[src/placeholder_none.sv]
// Intentionally empty compile unit
`timescale 1ns/100ps
`default_nettype none
`default_nettype wire

[src/gas_out_pkg.sv]
// Constants, register map and types for the gas reading output control
// ----------------------------------------------------------------------
// Overview of operation
// - Output held at start-up level from power-on.
// - Start-up level defaults to the zero-gas value.
// - Hold lasts 15 s, then calculated value.
// - Serial reading is zero throughout a fault-free warm-up.
// - Start level and warm-up time are presettable.
// - Memory, supply, signal checks raise a fault.
// - Fault forces reading to minus full scale.
// - Scaled voltage variant drives 0 V on fault.
// - Serial reading is minus full scale on fault.
// - Serial framing is 8 data, 1 stop, no parity.
// - Transients freeze output until they settle.
// - Setting selects rising or falling output.
// - 38400, 19200, 9600 baud; 38400 default.
// - Reading saturates at twice full scale.
// ----------------------------------------------------------------------
package gas_out_pkg;
    // Clock and timing
    localparam int CLK_HZ = 10_000_000;
    localparam int SEC_S = 1;
    localparam int SEC_CYCLES = CLK_HZ * SEC_S;
    localparam logic [7:0] WARMUP_S_RST = 8'h0F;
    localparam int BAUD_HI = 38400;
    localparam int BAUD_MID = 19200;
    localparam int BAUD_LO = 9600;
    localparam logic [15:0] DIV_HI = 16'(CLK_HZ / BAUD_HI);
    localparam logic [15:0] DIV_MID = 16'(CLK_HZ / BAUD_MID);
    localparam logic [15:0] DIV_LO = 16'(CLK_HZ / BAUD_LO);
    localparam logic [1:0] BAUD_SEL_HI = 2'h0;
    localparam logic [1:0] BAUD_SEL_MID = 2'h1;
    // Widths
    localparam int RW = 16;
    localparam int DW = 12;
    localparam int AW = 4;
    localparam int EVW = 4;
    // Reading scale: full scale is 2^FS_SHIFT counts
    localparam int FS_SHIFT = 10;
    localparam logic signed [15:0] FULL_SCALE_VALUE = 16'sh0400;
    localparam logic signed [15:0] OVER_LIMIT = 16'sh0800;
    localparam logic signed [15:0] FAULT_READING = 16'shFC00;
    localparam logic [11:0] DAC_OFF = 12'h000;
    localparam logic [11:0] DAC_MAX = 12'hFFF;
    // Register offsets
    localparam logic [3:0] REG_CTRL = 4'h0;
    localparam logic [3:0] REG_START = 4'h1;
    localparam logic [3:0] REG_WARMUP = 4'h2;
    localparam logic [3:0] REG_ZERO = 4'h3;
    localparam logic [3:0] REG_SPAN = 4'h4;
    localparam logic [3:0] REG_STATUS = 4'h5;
    localparam logic [3:0] REG_MASK = 4'h6;
    localparam logic [3:0] REG_STATE = 4'h7;
    localparam logic [3:0] REG_READING = 4'h8;
    localparam logic [3:0] REG_DAC = 4'h9;
    // Control fields
    localparam int CTRL_POL_BIT = 0;
    localparam int CTRL_BAUD_LSB = 1;
    localparam int CTRL_SCALED_BIT = 3;
    localparam logic [3:0] CTRL_RST = 4'h0;
    // Status / mask event bits
    localparam int EV_FAULT = 0;
    localparam int EV_FREEZE = 1;
    localparam int EV_WARM = 2;
    localparam int EV_SENT = 3;
    // Reset values
    localparam logic [11:0] ZERO_RST = 12'h200;
    localparam logic [11:0] SPAN_RST = 12'hC00;
    localparam logic [11:0] START_RST = ZERO_RST;
    localparam logic [3:0] MASK_RST = 4'h0;
    // Serial frame sequencer states
    typedef enum logic [1:0] {TX_IDLE, TX_LO, TX_HI} tx_st_t;
endpackage

[src/gas_out_ctrl.sv]
// Gas reading output control: warm-up hold, fault, freeze, mapping, serial
//
// Local design decisions: the strobed register port and the register offsets.
`timescale 1ns/100ps
`default_nettype none
module gas_out_ctrl #(
    parameter int SEC_TICKS = gas_out_pkg::SEC_CYCLES
) (
    // Clock and reset
    input wire logic clk,
    input wire logic srst,
    // Calculated gas reading and its strobe
    input wire logic signed [gas_out_pkg::RW-1:0] gas_in,
    input wire logic gas_valid,
    // Self-check failures
    input wire logic mem_fail,
    input wire logic supply_fail,
    input wire logic analog_fail,
    // Transient detectors
    input wire logic amb_temp_step,
    input wire logic samp_temp_step,
    input wire logic flow_step,
    // Register port
    input wire logic [gas_out_pkg::AW-1:0] addr,
    input wire logic [gas_out_pkg::RW-1:0] wdata,
    input wire logic wr,
    input wire logic rd,
    output logic [gas_out_pkg::RW-1:0] rdata,
    // Analogue output code, serial line, interrupt
    output logic [gas_out_pkg::DW-1:0] dac_code,
    output logic txd,
    output logic irq
);
    import gas_out_pkg::*;

    // ------------------------------------------------------------
    // Helpers
    // ------------------------------------------------------------

    // Register address hit
    function automatic logic hit(input logic [3:0] a, input logic [3:0] off);
        hit = (a == off);
    endfunction

    // Map a reading to an output code, clamped to the converter range
    function automatic logic [11:0] map_dac(input logic signed [15:0] r,
                                            input logic [11:0] z,
                                            input logic [11:0] s,
                                            input logic fall);
        logic signed [13:0] slope;
        logic signed [29:0] prod;
        logic signed [19:0] step;
        logic signed [20:0] v;
        slope = 14'($signed({2'h0, s}) - $signed({2'h0, z}));
        prod = 30'(slope * r);
        step = 20'(prod >>> FS_SHIFT);
        // Falling output inverts the slope
        if (fall) begin
            v = 21'($signed({9'h000, z}) - step);
        end else begin
            v = 21'($signed({9'h000, z}) + step);
        end
        if (v < 21'sh000000) begin
            map_dac = DAC_OFF;
        end else if (v > 21'sh000FFF) begin
            map_dac = DAC_MAX;
        end else begin
            map_dac = v[11:0];
        end
    endfunction

    // ------------------------------------------------------------
    // Declarations
    // ------------------------------------------------------------

    logic [3:0] ctrl_ff; // Polarity, baud, scaled variant
    logic [3:0] nxt_ctrl;
    logic [11:0] start_ff; // Warm-up output level
    logic [11:0] nxt_start;
    logic [7:0] warmup_ff; // Warm-up seconds
    logic [7:0] nxt_warmup;
    logic [11:0] zero_ff; // Zero-gas output code
    logic [11:0] nxt_zero;
    logic [11:0] span_ff; // Full-scale output code
    logic [11:0] nxt_span;
    logic [3:0] status_ff; // Sticky events
    logic [3:0] nxt_status;
    logic [3:0] mask_ff; // Interrupt enables
    logic [3:0] nxt_mask;
    logic irq_ff;
    logic nxt_irq;
    logic [15:0] rdata_ff;
    logic [15:0] nxt_rdata;
    logic fault_ff; // Any self-check failing
    logic frozen_ff; // Transient in progress
    logic signed [15:0] held_ff; // Last live reading
    logic signed [15:0] nxt_held;
    logic signed [15:0] ser_ff; // Reading for serial link
    logic signed [15:0] nxt_ser;
    logic [11:0] dac_ff;
    logic [11:0] nxt_dac;
    logic [11:0] live_dac; // Mapped held reading
    logic fault_now;
    logic freeze_now;
    logic warm; // Warm-up hold active
    logic warm_done;
    logic [3:0] ev; // Event pulses
    tx_st_t st_ff;
    tx_st_t nxt_st;
    logic tx_start_ff;
    logic nxt_tx_start;
    logic [7:0] tx_byte_ff;
    logic [7:0] nxt_tx_byte;
    logic [15:0] snap_ff; // Reading being sent
    logic [15:0] nxt_snap;
    logic sent;
    logic tx_busy;
    logic [15:0] div;

    // ------------------------------------------------------------
    // Sub-blocks
    // ------------------------------------------------------------

    // Warm-up interval
    warmup_timer #(.SEC_TICKS(SEC_TICKS)) u_warm (
        .clk(clk),
        .srst(srst),
        .secs(warmup_ff),
        .warm(warm),
        .done(warm_done)
    );

    // Serial byte transmitter
    serial_tx u_tx (
        .clk(clk),
        .srst(srst),
        .div(div),
        .start(tx_start_ff),
        .data(tx_byte_ff),
        .txd(txd),
        .busy(tx_busy)
    );

    // Bit period from baud selection
    always_comb begin
        unique case (ctrl_ff[CTRL_BAUD_LSB +: 2])
            BAUD_SEL_HI: div = DIV_HI;
            BAUD_SEL_MID: div = DIV_MID;
            default: div = DIV_LO;
        endcase
    end

    // ------------------------------------------------------------
    // Register file and interrupt
    // ------------------------------------------------------------

    // Writes, write-one-to-clear status, read mux
    always_comb begin
        nxt_ctrl = ctrl_ff;
        nxt_start = start_ff;
        nxt_warmup = warmup_ff;
        nxt_zero = zero_ff;
        nxt_span = span_ff;
        nxt_mask = mask_ff;
        nxt_status = status_ff;
        if (wr && hit(addr, REG_CTRL)) nxt_ctrl = wdata[3:0];
        if (wr && hit(addr, REG_START)) nxt_start = wdata[11:0];
        if (wr && hit(addr, REG_WARMUP)) nxt_warmup = wdata[7:0];
        if (wr && hit(addr, REG_ZERO)) nxt_zero = wdata[11:0];
        if (wr && hit(addr, REG_SPAN)) nxt_span = wdata[11:0];
        if (wr && hit(addr, REG_MASK)) nxt_mask = wdata[3:0];
        if (wr && hit(addr, REG_STATUS)) nxt_status = status_ff & ~wdata[3:0];
        // New events win over a clear
        nxt_status = nxt_status | ev;
        nxt_irq = |(nxt_status & nxt_mask);
        nxt_rdata = '0;
        if (rd) begin
            unique case (addr)
                REG_CTRL: nxt_rdata = {12'h000, ctrl_ff};
                REG_START: nxt_rdata = {4'h0, start_ff};
                REG_WARMUP: nxt_rdata = {8'h00, warmup_ff};
                REG_ZERO: nxt_rdata = {4'h0, zero_ff};
                REG_SPAN: nxt_rdata = {4'h0, span_ff};
                REG_STATUS: nxt_rdata = {12'h000, status_ff};
                REG_MASK: nxt_rdata = {12'h000, mask_ff};
                REG_STATE: nxt_rdata = {12'h000, tx_busy, frozen_ff, fault_ff, warm};
                REG_READING: nxt_rdata = ser_ff;
                REG_DAC: nxt_rdata = {4'h0, dac_ff};
                default: nxt_rdata = '0;
            endcase
        end
    end

    // Register file flops; start level resets to zero-gas code
    always_ff @(posedge clk) begin
        if (srst) begin
            ctrl_ff <= CTRL_RST;
            start_ff <= START_RST;
            warmup_ff <= WARMUP_S_RST;
            zero_ff <= ZERO_RST;
            span_ff <= SPAN_RST;
            mask_ff <= MASK_RST;
            status_ff <= '0;
            irq_ff <= 1'b0;
            rdata_ff <= '0;
        end else begin
            ctrl_ff <= nxt_ctrl;
            start_ff <= nxt_start;
            warmup_ff <= nxt_warmup;
            zero_ff <= nxt_zero;
            span_ff <= nxt_span;
            mask_ff <= nxt_mask;
            status_ff <= nxt_status;
            irq_ff <= nxt_irq;
            rdata_ff <= nxt_rdata;
        end
    end

    // ------------------------------------------------------------
    // Reading path
    // ------------------------------------------------------------

    // Fault, freeze, clamp, and output selection
    always_comb begin
        fault_now = mem_fail | supply_fail | analog_fail;
        freeze_now = amb_temp_step | samp_temp_step | flow_step;
        ev = '0;
        ev[EV_FAULT] = fault_now & ~fault_ff;
        ev[EV_FREEZE] = freeze_now & ~frozen_ff;
        ev[EV_WARM] = warm_done;
        ev[EV_SENT] = sent;
        nxt_held = held_ff;
        // Freeze holds the last live value
        if (gas_valid && !frozen_ff) begin
            if (gas_in > OVER_LIMIT) begin
                nxt_held = OVER_LIMIT;
            end else if (gas_in < FAULT_READING) begin
                nxt_held = FAULT_READING;
            end else begin
                nxt_held = gas_in;
            end
        end
        live_dac = map_dac(held_ff, zero_ff, span_ff, ctrl_ff[CTRL_POL_BIT]);
        // Fault first, then warm-up hold, then live value
        if (fault_ff) begin
            nxt_ser = FAULT_READING;
            if (ctrl_ff[CTRL_SCALED_BIT]) begin
                nxt_dac = DAC_OFF;
            end else begin
                nxt_dac = map_dac(FAULT_READING, zero_ff, span_ff,
                                  ctrl_ff[CTRL_POL_BIT]);
            end
        end else if (warm) begin
            nxt_ser = '0;
            nxt_dac = start_ff;
        end else begin
            nxt_ser = held_ff;
            nxt_dac = live_dac;
        end
    end

    // Reading path flops
    always_ff @(posedge clk) begin
        if (srst) begin
            fault_ff <= 1'b0;
            frozen_ff <= 1'b0;
            held_ff <= '0;
            ser_ff <= '0;
            dac_ff <= START_RST;
        end else begin
            fault_ff <= fault_now;
            frozen_ff <= freeze_now;
            held_ff <= nxt_held;
            ser_ff <= nxt_ser;
            dac_ff <= nxt_dac;
        end
    end

    // ------------------------------------------------------------
    // Serial frame: low byte then high byte per sample taken while idle
    // ------------------------------------------------------------

    // Sequencer; a sample arriving mid-frame is skipped
    always_comb begin
        nxt_st = st_ff;
        nxt_tx_start = 1'b0;
        nxt_tx_byte = tx_byte_ff;
        nxt_snap = snap_ff;
        sent = 1'b0;
        unique case (st_ff)
            TX_IDLE: begin
                if (gas_valid) begin
                    nxt_snap = ser_ff;
                    nxt_tx_byte = ser_ff[7:0];
                    nxt_tx_start = 1'b1;
                    nxt_st = TX_LO;
                end
            end
            TX_LO: begin
                if (!tx_busy && !tx_start_ff) begin
                    nxt_tx_byte = snap_ff[15:8];
                    nxt_tx_start = 1'b1;
                    nxt_st = TX_HI;
                end
            end
            TX_HI: begin
                if (!tx_busy && !tx_start_ff) begin
                    sent = 1'b1;
                    nxt_st = TX_IDLE;
                end
            end
        endcase
    end

    // Sequencer flops
    always_ff @(posedge clk) begin
        if (srst) begin
            st_ff <= TX_IDLE;
            tx_start_ff <= 1'b0;
            tx_byte_ff <= '0;
            snap_ff <= '0;
        end else begin
            st_ff <= nxt_st;
            tx_start_ff <= nxt_tx_start;
            tx_byte_ff <= nxt_tx_byte;
            snap_ff <= nxt_snap;
        end
    end

    assign rdata = rdata_ff;
    assign dac_code = dac_ff;
    assign irq = irq_ff;
endmodule
`default_nettype wire

[src/warmup_timer.sv]
// Warm-up interval timer counting whole seconds from reset
`timescale 1ns/100ps
`default_nettype none
module warmup_timer #(
    parameter int SEC_TICKS = gas_out_pkg::SEC_CYCLES
) (
    // Clock and reset
    input wire logic clk,
    input wire logic srst,
    // Interval length in seconds
    input wire logic [7:0] secs,
    // Hold state and end pulse
    output logic warm,
    output logic done
);
    import gas_out_pkg::*;

    logic [31:0] tick_ff; // Cycles within the current second
    logic [31:0] nxt_tick;
    logic [7:0] sec_ff; // Whole seconds elapsed
    logic [7:0] nxt_sec;
    logic warm_ff; // High while holding
    logic nxt_warm;
    logic done_ff; // One-cycle end pulse
    logic nxt_done;

    // Next-state: count seconds until interval reached
    always_comb begin
        nxt_tick = tick_ff;
        nxt_sec = sec_ff;
        nxt_warm = warm_ff;
        nxt_done = 1'b0;
        if (warm_ff) begin
            if (sec_ff >= secs) begin
                // Interval over
                nxt_warm = 1'b0;
                nxt_done = 1'b1;
            end else if (tick_ff == 32'(SEC_TICKS - 1)) begin
                nxt_tick = '0;
                nxt_sec = sec_ff + 8'h01;
            end else begin
                nxt_tick = tick_ff + 32'h0000_0001;
            end
        end
    end

    // State registers; hold starts at reset
    always_ff @(posedge clk) begin
        if (srst) begin
            tick_ff <= '0;
            sec_ff <= '0;
            warm_ff <= 1'b1;
            done_ff <= 1'b0;
        end else begin
            tick_ff <= nxt_tick;
            sec_ff <= nxt_sec;
            warm_ff <= nxt_warm;
            done_ff <= nxt_done;
        end
    end

    assign warm = warm_ff;
    assign done = done_ff;
endmodule
`default_nettype wire

[src/serial_tx.sv]
// Asynchronous serial transmitter, 8 data bits, 1 stop bit, no parity
`timescale 1ns/100ps
`default_nettype none
module serial_tx (
    // Clock and reset
    input wire logic clk,
    input wire logic srst,
    // Bit period in clock cycles
    input wire logic [15:0] div,
    // Byte request
    input wire logic start,
    input wire logic [7:0] data,
    // Line and busy flag
    output logic txd,
    output logic busy
);
    import gas_out_pkg::*;

    logic [9:0] shift_ff; // Stop, data, start
    logic [9:0] nxt_shift;
    logic [3:0] bits_ff; // Bit index within frame
    logic [3:0] nxt_bits;
    logic [15:0] cnt_ff; // Cycles within bit
    logic [15:0] nxt_cnt;
    logic busy_ff;
    logic nxt_busy;
    logic txd_ff;
    logic nxt_txd;

    // Next-state: load frame, then shift one bit per period
    always_comb begin
        nxt_shift = shift_ff;
        nxt_bits = bits_ff;
        nxt_cnt = cnt_ff;
        nxt_busy = busy_ff;
        if (!busy_ff) begin
            if (start) begin
                // Start low, 8 data LSB first, one stop high
                nxt_shift = {1'b1, data, 1'b0};
                nxt_bits = '0;
                nxt_cnt = '0;
                nxt_busy = 1'b1;
            end
        end else if (cnt_ff == div - 16'h0001) begin
            nxt_cnt = '0;
            if (bits_ff == 4'h9) begin
                nxt_busy = 1'b0;
            end else begin
                nxt_shift = {1'b1, shift_ff[9:1]};
                nxt_bits = bits_ff + 4'h1;
            end
        end else begin
            nxt_cnt = cnt_ff + 16'h0001;
        end
        nxt_txd = nxt_busy ? nxt_shift[0] : 1'b1;
    end

    // Registers; line idles high
    always_ff @(posedge clk) begin
        if (srst) begin
            shift_ff <= '1;
            bits_ff <= '0;
            cnt_ff <= '0;
            busy_ff <= 1'b0;
            txd_ff <= 1'b1;
        end else begin
            shift_ff <= nxt_shift;
            bits_ff <= nxt_bits;
            cnt_ff <= nxt_cnt;
            busy_ff <= nxt_busy;
            txd_ff <= nxt_txd;
        end
    end

    assign txd = txd_ff;
    assign busy = busy_ff;
endmodule
`default_nettype wire

[config.mk]
export PLATFORM = sky130hd
export DESIGN_NAME = gas_out_ctrl
export DESIGN_NICKNAME = d
export VERILOG_FILES = /design/src/placeholder_none.sv /design/src/gas_out_pkg.sv /design/src/gas_out_ctrl.sv /design/src/warmup_timer.sv /design/src/serial_tx.sv
export SDC_FILE = /design/constraint.sdc
export NUM_CORES = 1
export LEC_CHECK = 0
export ABC_AREA = 1
export BUFFER_PORTS_ARGS = -buffer_cell sky130_fd_sc_hd__buf_2
export CORE_MARGIN = 2
export CORE_UTILIZATION = 36
export CTS_CLUSTER_DIAMETER = 100
export DETAILED_ROUTE_END_ITERATION = 6
export GPL_ROUTABILITY_DRIVEN = 1
export PLACE_DENSITY_LB_ADDON = 0.12
export SYNTH_ARGS = -nofsm -noshare
export SYNTH_HDL_FRONTEND = slang
export SYNTH_SLANG_ARGS = --single-unit
export TNS_END_PERCENT = 10
[constraint.sdc]
create_clock -name clk -period 10.95 [get_ports clk]
set_input_delay 2.19 -clock clk [delete_from_list [all_inputs] [get_ports clk]]
set_output_delay 2.19 -clock clk [all_outputs]
set_load 0.1 [all_outputs]
==> results of run 1 <==
==> tightest hold or removal path: cells and delay by family, from the launching register on <==
kind	cells	cell delay, ps
flip-flops	1	330
AND/OR/NAND/NOR	2	100
==> area by class of cell <==
cell class	count	share of cell area, %
clock buffers	31	3.02
clock inverters	11	0.562
inverters	464	7.95
multi-input cells	1995	62.4
flip-flops and latches	212	19.3
well taps	748	4.25
repair buffers	99	2.56
==> sequential cells by signal (all words and copies together), names as in the netlist, 10 cells and up <==
register / cells
rdata: 16
u_warm.tick_ff: 32
zero_ff: 12
ser_ff: 16
dac_code: 12
start_ff: 12
u_tx.cnt_ff: 16
span_ff: 12
u_tx.shift_ff: 10
held_ff: 16
==> where the power goes <==
group / internal [mW] / switching, mW
clock: 0.477 / 0.335
combinational: 0.773 / 1.43
sequential: 0.833 / 0.0588
==> kinds of logic (layout without fill, tap and decap cells) <==
logic type	count (synthesis)	after routing	share of synthesized area, %
AND/OR/NAND/NOR	1159	1159	25.2
buffers and inverters	547	605	10.5
AO/OA/AOI/OAI	442	442	12.3
adder cells (fa/ha/maj)	320	320	27.3
flip-flops	212	212	21.2
XOR/XNOR	74	74	3.62
==> layout by cell type (no fill, tap or decap), drive strengths merged, types with 10 or more instances in the layout <==
master  synthesis  final
nand2         595    595
inv           456    456
nor2          290    290
dfxtp         212    212
fa            197    197
a21oi         194    194
o21ai         164    164
nand3         130    130
ha            123    123
buf            15     99
nor3           54     54
xor2           45     45
nand4          42     42
clkbuf         68     31
xnor2          29     29
o22ai          21     21
nor4           18     18
clkinv          8     13
a31oi          12     12
nand3b         12     12
a221oi         10     10
==> worst max-delay path by stage <==
stage | from | endpoint | slack, ps | cells after the start
finish | span_ff[0]$_SDFFE_PP0P_ | dac_code[3]$_SDFF_PP0_ | 870 | 52
global route | span_ff[0]$_SDFFE_PP0P_ | dac_code[3]$_SDFF_PP0_ | 2 | 54
CTS | zero_ff[1]$_SDFFE_PP0P_ | dac_code[3]$_SDFF_PP0_ | 610 | 50
detailed placement | span_ff[0]$_SDFFE_PP0P_ | dac_code[3]$_SDFF_PP0_ | 690 | 51
global placement | zero_ff[1]$_SDFFE_PP0P_ | dac_code[3]$_SDFF_PP0_ | 760 | 50
floorplan | span_ff[0]$_SDFFE_PP0P_ | dac_code[4]$_SDFF_PP0_ | 2100 | 56
==> layer usage <==
| metal | global-route usage, % | vias up | part of all wire (%) | wire (µm) |
|---|---|---|---|---|
| met5 | 0 | - | 0 | 0 |
| met1 | 29.9 | 8598 | 46 | 28300 |
| met4 | 5.65 | 0 | 2.5 | 1550 |
| met2 | 37.3 | 392 | 47 | 28700 |
| met3 | 1.37 | 82 | 4.2 | 2580 |
| li1 | - | 8849 | - | - |
==> what timing repair did <==
action,in CTS,in global routing
endpoints found under the setup margin,0,12
buffers inserted,0,5
resized for setup,0,11
hold endpoints to repair,0,0
==> parameters.txt, run 1 <==
Parameter                              Value

Outcome
  Outcome    completed

Clocking
  Clock tree buffer depth    3
  Buffer type at the clock tree root    sky130_fd_sc_hd__clkbuf_16
  Clock H-tree levels    1
  CTS tree    yes
  Number of buffers inserted for hold repair after clock tree synthesis    0
  Number of clock sinks    212
  Number of CTS-inserted buffers    23
  Clock network latency to the later pin of the worst-skew pair    530 ps
  Post-CTS clock slew at the launch and capture registers of the worst setup and hold paths    60 ps

Finish
  Storage element area    4240 µm²
  Layout-stage area growth over the synthesis result    9.84%
  Post-layout net count    3162
  Area occupied by multi-input gates    13700 µm²
  Area of all placed cells without fillers    22000 µm²
  Final core utilization    40.0%
  Share of final-layout standard cells stronger than drive strength 1    8.32%
  # fillers    5875
  ANT cells    0
  Number of standard cells in the final layout excluding fillers    3560

Power and ir drop
  Maximum VDD drop    93.3 µV
  Design Power    3.90 mW
  LEAKAGE    10.2 nW
  Cell area power density    177 nW/µm²

Min path
  Tightest Hold Check Type    flip-flop to flip-flop
  Number of stages on the worst hold path    2
  Beginning of the worst hold path    u_tx.shift_ff[9]$_SDFFE_PP1P_
  Hold Path End    u_tx.shift_ff[9]$_SDFFE_PP1P_

GRT
  Largest net degree at the start of global routing    97
  Antenna violations before repair    0
  Overflow after GRT    0
  GRT Util Overall    21.8%
  Wire length of the first global-routing pass    98800 µm
  Vias in the first global route    17900

Placed design
  Post-Place Setup Slack    692 ps
  Placement Cell Area    21200 µm²
  Number of port buffers    72
  Total half-perimeter wirelength after legalization and detailed placement    49500 µm
  Cell total after placement    3513
  Weighted congestion at the end of routability-driven global placement    0.900

Detailed routing
  Count of vias placed by the detailed router    17900
  Number of violations reported at the end of detailed-routing iteration 0    1033
  Avg Vias per Cell    5.03
  Final wirelength    61200 µm
  TritonRoute pass-1 iters    6
  Per-cell routed wire length    17.2 µm
  DRC violations left    0
  Number of nets still failing antenna checks after routing    0

STA
  Hold slack    454 ps
  Worst-margin pin slew    1230 ps
  Total of endpoints with negative setup slack in the final report    0
  Worst slew margin relative to its limit    17.6%
  Final Hold Vio Count    0
  Setup repair after global routing missed its margin    false
  Setup slack of the critical path after layout    866 ps
  Final setup skew    17.6 ps
  Sum Neg Setup Slack    0 ps
  Upper clock frequency limit    0.0992 GHz
  Crit share post-route    92.1%
  Clock period minus final worst setup slack    10080 ps
  Pins Over Slew Limit    0

Synth
  Cell types with the highest counts after synthesis    571 x sky130_fd_sc_hd__nand2_1, 443 x sky130_fd_sc_hd__inv_1, 274 x sky130_fd_sc_hd__nor2_1, 212 x sky130_fd_sc_hd__dfxtp_1, 197 x sky130_fd_sc_hd__fa_1
  Post-synthesis sequential area ratio    21.2%
  Syn Nets    3121
  Top cell type by total area after synthesis    sky130_fd_sc_hd__dfxtp_1
  Post-synth top flop    sky130_fd_sc_hd__dfxtp_1
  Largest cells by area after synthesis    sky130_fd_sc_hd__dfxtp_1 21%, sky130_fd_sc_hd__fa_1 20%, sky130_fd_sc_hd__nand2_1 11%
  Post-synthesis register bit count    212
  Synth cell types    66
  Cell with the most instances after synthesis    sky130_fd_sc_hd__nand2_1
  Yosys top cell area share    21.2%
  Number of warnings printed during yosys synthesis    0
  FFs w/ async S/R, synth    0%
  Number of enable flip-flop cells after synthesis    0
  Average footprint of a synthesized cell    7.28 µm²
  Cells after synthesis    2754
  Post-synthesis instance area    20100 µm²

Setup path
  Category of the worst setup path capture point    flip-flop
  Arrival time of the worst setup path    10440 ps
  Worst Reg2Reg Path Length in Cells    52
  Critical Path Max Stage Delay    660 ps
  Worst path top cell family by delay    adder cells
  Reg-to-Reg End    dac_code[3]$_SDFF_PP0_
  Type of the setup path with the least slack    flip-flop to flip-flop
  Reg-to-reg critical path startpoint    span_ff[0]$_SDFFE_PP0P_
  Largest fanout of any net on the critical path    10
  Cell repeated most along the worst path    sky130_fd_sc_hd__nand2_1
  Required @ worst endpoint    11310 ps
  Worst reg2reg setup slack    870 ps
  Worst path buffer plus inverter count    5
  Slowest CP cell    sky130_fd_sc_hd__fa_1
  Critical Path Source Type    flip-flop

Run
  Number of max-cap violations    0

Die
  Effective utilization at floorplan    36.4%
  Vertical die dimension    240 µm
  Die Width    240 µm
  Site row count    86
  Placeable core region    55100 µm²
  Area enclosed by the die boundary    57600 µm²
  Ports placed on the boundary    77
Power figures use the tool's default switching activity.
==> run 2, diff against run 1 <==
- CAP_MARGIN: default -> 5
- GPL_ROUTABILITY_DRIVEN: 1 -> 0
- clock period: 10.95 -> 12.5 ns (I/O delays scaled with it)
==> parameters.txt, run 2 (synthesis results as in run 1) <==
Parameter                              Value

Finish
  Top library cells by usage in the layout, fill and taps aside    571 x sky130_fd_sc_hd__nand2_1, 442 x sky130_fd_sc_hd__inv_1, 273 x sky130_fd_sc_hd__nor2_1, 212 x sky130_fd_sc_hd__dfxtp_1, 197 x sky130_fd_sc_hd__fa_1
  Most common library cell in the layout ignoring fill and taps    sky130_fd_sc_hd__nand2_1
  Share of final-layout standard cells stronger than drive strength 1    7.55%
  Area of all placed cells without fillers    21800 µm²
  Register with the most flip-flops    u_warm.tick_ff
  Post-layout net count    3147
  Number of flip-flops under the largest register name    32
  ANT cells    0
  Layout-stage area growth over the synthesis result    8.74%

Detailed routing
  Avg Vias per Cell    5.00
  Per-cell routed wire length    17.2 µm
  Final wirelength    61000 µm
  DRC violations left    0
  Number of violations reported at the end of detailed-routing iteration 0    1107
  Count of vias placed by the detailed router    17700
  Number of nets still failing antenna checks after routing    0
  TritonRoute pass-1 iters    5

Clocking
  Number of resized instances in the post-cts repair step    0
  CTS tree    yes
  Number of buffers inserted for hold repair after clock tree synthesis    0
  Clock tree buffer depth    3
  Clock H-tree levels    1
  Clock network latency to the later pin of the worst-skew pair    540 ps
  Post-CTS clock slew at the launch and capture registers of the worst setup and hold paths    60 ps
  Number of clock sinks    212
  Postcts setup bufs    0
  Buffer type at the clock tree root    sky130_fd_sc_hd__clkbuf_16
  Number of CTS-inserted buffers    23

Setup path
  Reg-to-Reg End    dac_code[3]$_SDFF_PP0_
  CP endpoint    dac_code[3]$_SDFF_PP0_
  Worst reg2reg setup slack    1850 ps
  Worst path top cell family by delay    adder cells
  Worst Reg2Reg Path Length in Cells    46
  Arrival time of the worst setup path    11090 ps
  Total number of cells along the worst setup path    46
  Type of the setup path with the least slack    flip-flop to flip-flop
  Worst path buffer plus inverter count    5
  Category of the worst setup path capture point    flip-flop
  Cell repeated most along the worst path    sky130_fd_sc_hd__nand2_1
  Reg-to-reg critical path startpoint    zero_ff[1]$_SDFFE_PP0P_
  Required @ worst endpoint    12940 ps
  Critical Path Max Stage Delay    620 ps
  Slowest CP cell    sky130_fd_sc_hd__fa_1
  Largest fanout of any net on the critical path    14
  Critical Path Source Type    flip-flop
  Launch point of the worst path    zero_ff[1]$_SDFFE_PP0P_

Power and ir drop
  Internal power of the cells    1.76 mW
  Maximum VDD drop    86.7 µV
  Switching power summed over all nets    1.58 mW
  Switching part of the total    47.3%
  Combinational fraction of design power    56.9%
  LEAKAGE    10.1 nW
  Clock group share of total power    19.8%
  Cell area power density    153 nW/µm²
  Seq pwr share    23.3%

GRT
  Overflow after GRT    0
  GRT Util Overall    22.1%
  Wire length of the first global-routing pass    100000 µm
  Antenna violations before repair    0
  Largest net degree at the start of global routing    97
  Vias in the first global route    18200

Min path
  Tightest Hold Check Type    flip-flop to flip-flop

STA
  Hold slack    454 ps
  Upper clock frequency limit    0.0939 GHz
  Pins Over Slew Limit    0
  Clock period minus final worst setup slack    10650 ps
  Total of endpoints with negative setup slack in the final report    0
  Final Hold Vio Count    0
  Setup slack of the critical path after layout    1850 ps
  Worst slew margin relative to its limit    15.4%
  Final setup skew    20.4 ps
  Sum Neg Setup Slack    0 ps
  Worst-margin pin slew    1260 ps
  Crit share post-route    85.2%
  Setup repair after global routing missed its margin    false

Die
  Site row count    86
  Area enclosed by the die boundary    57600 µm²
  Vertical die dimension    240 µm
  Ports placed on the boundary    77
  Placeable core region    55100 µm²
  Die Width    240 µm
  Effective utilization at floorplan    36.4%

Placed design
  Post-Place Setup Slack    1790 ps
  Number of port buffers    72
  Placement Cell Area    21100 µm²
  Total half-perimeter wirelength after legalization and detailed placement    48800 µm

Run
  Number of max-cap violations    0

Outcome
  Outcome    completed
run 2: cell types whose count changed in the layout (fill, tap and decap cells not counted), moves of 2 or more:
cell / before / now
sky130_fd_sc_hd__buf_4: 27 / 12
sky130_fd_sc_hd__clkbuf_1: 2 / 5
sky130_fd_sc_hd__clkbuf_8: 6 / 2
sky130_fd_sc_hd__clkinvlp_4: 4 / 1
sky130_fd_sc_hd__inv_2: 11 / 13
sky130_fd_sc_hd__o21ai_0: 156 / 160
sky130_fd_sc_hd__o21ai_1: 8 / 4
run 2: power by group through the flow:
stage,sequential (mW),combinational (mW),clock [mW]
after floorplan,0.797,1.44,0
after global placement,0.793,1.90,0
after detailed placement,0.794,1.91,0
after CTS,0.779,1.93,0.681
after global routing,0.787,2.20,0.707
final,0.780,1.90,0.662
run 2: cell type report:
cell class / instances / area [µm²]
Fill cell: 5866 / 33300
Multi-Input combinational cell: 1995 / 13700
Sequential cell: 212 / 4240
Inverter: 464 / 1740
Tap cell: 748 / 936
Clock buffer: 30 / 622
Timing Repair Buffer: 84 / 450
Clock inverter: 10 / 88.8
run 2: worst min-delay path, cell delays in order (launching register included):
cell and delay, ps:
sky130_fd_sc_hd__dfxtp_1 330, sky130_fd_sc_hd__nor2_1 50, sky130_fd_sc_hd__nand2_1 50
run 2: how the worst min path moves through the flow:
| stage | from | end | slack (ps) | cells past startpoint |
|---|---|---|---|---|
| after floorplan | u_tx.shift_ff[9]$_SDFFE_PP1P_ | u_tx.shift_ff[9]$_SDFFE_PP1P_ | 420 | 2 |
| after global placement | u_tx.shift_ff[9]$_SDFFE_PP1P_ | u_tx.shift_ff[9]$_SDFFE_PP1P_ | 430 | 2 |
| after detailed placement | u_tx.shift_ff[9]$_SDFFE_PP1P_ | u_tx.shift_ff[9]$_SDFFE_PP1P_ | 430 | 2 |
| after CTS | u_tx.shift_ff[9]$_SDFFE_PP1P_ | u_tx.shift_ff[9]$_SDFFE_PP1P_ | 450 | 2 |
| after global routing | u_tx.shift_ff[9]$_SDFFE_PP1P_ | u_tx.shift_ff[9]$_SDFFE_PP1P_ | 470 | 2 |
| final | u_tx.shift_ff[9]$_SDFFE_PP1P_ | u_tx.shift_ff[9]$_SDFFE_PP1P_ | 450 | 2 |
run 2: per-layer routing:
layer	routed length, µm	vias up	global-route usage (%)	part of all wire [%]
li1	-	8808	-	-
met4	1310	0	5.25	2.2
met3	2560	67	1.68	4.2
met1	28200	8483	29.8	46
met5	0	-	0	0
met2	28900	369	38.3	47
run 2: per-stage QoR:
step           power (mW)  util [%]  cells
2_1_floorplan        2.24         -   2754
3_3_place_gp         2.69      38.3   3503
3_5_place_dp         2.71      38.3   3503
4_1_cts              3.39      39.6   3543
5_1_grt              3.69      39.6   3543
6_report             3.35      39.6   3543
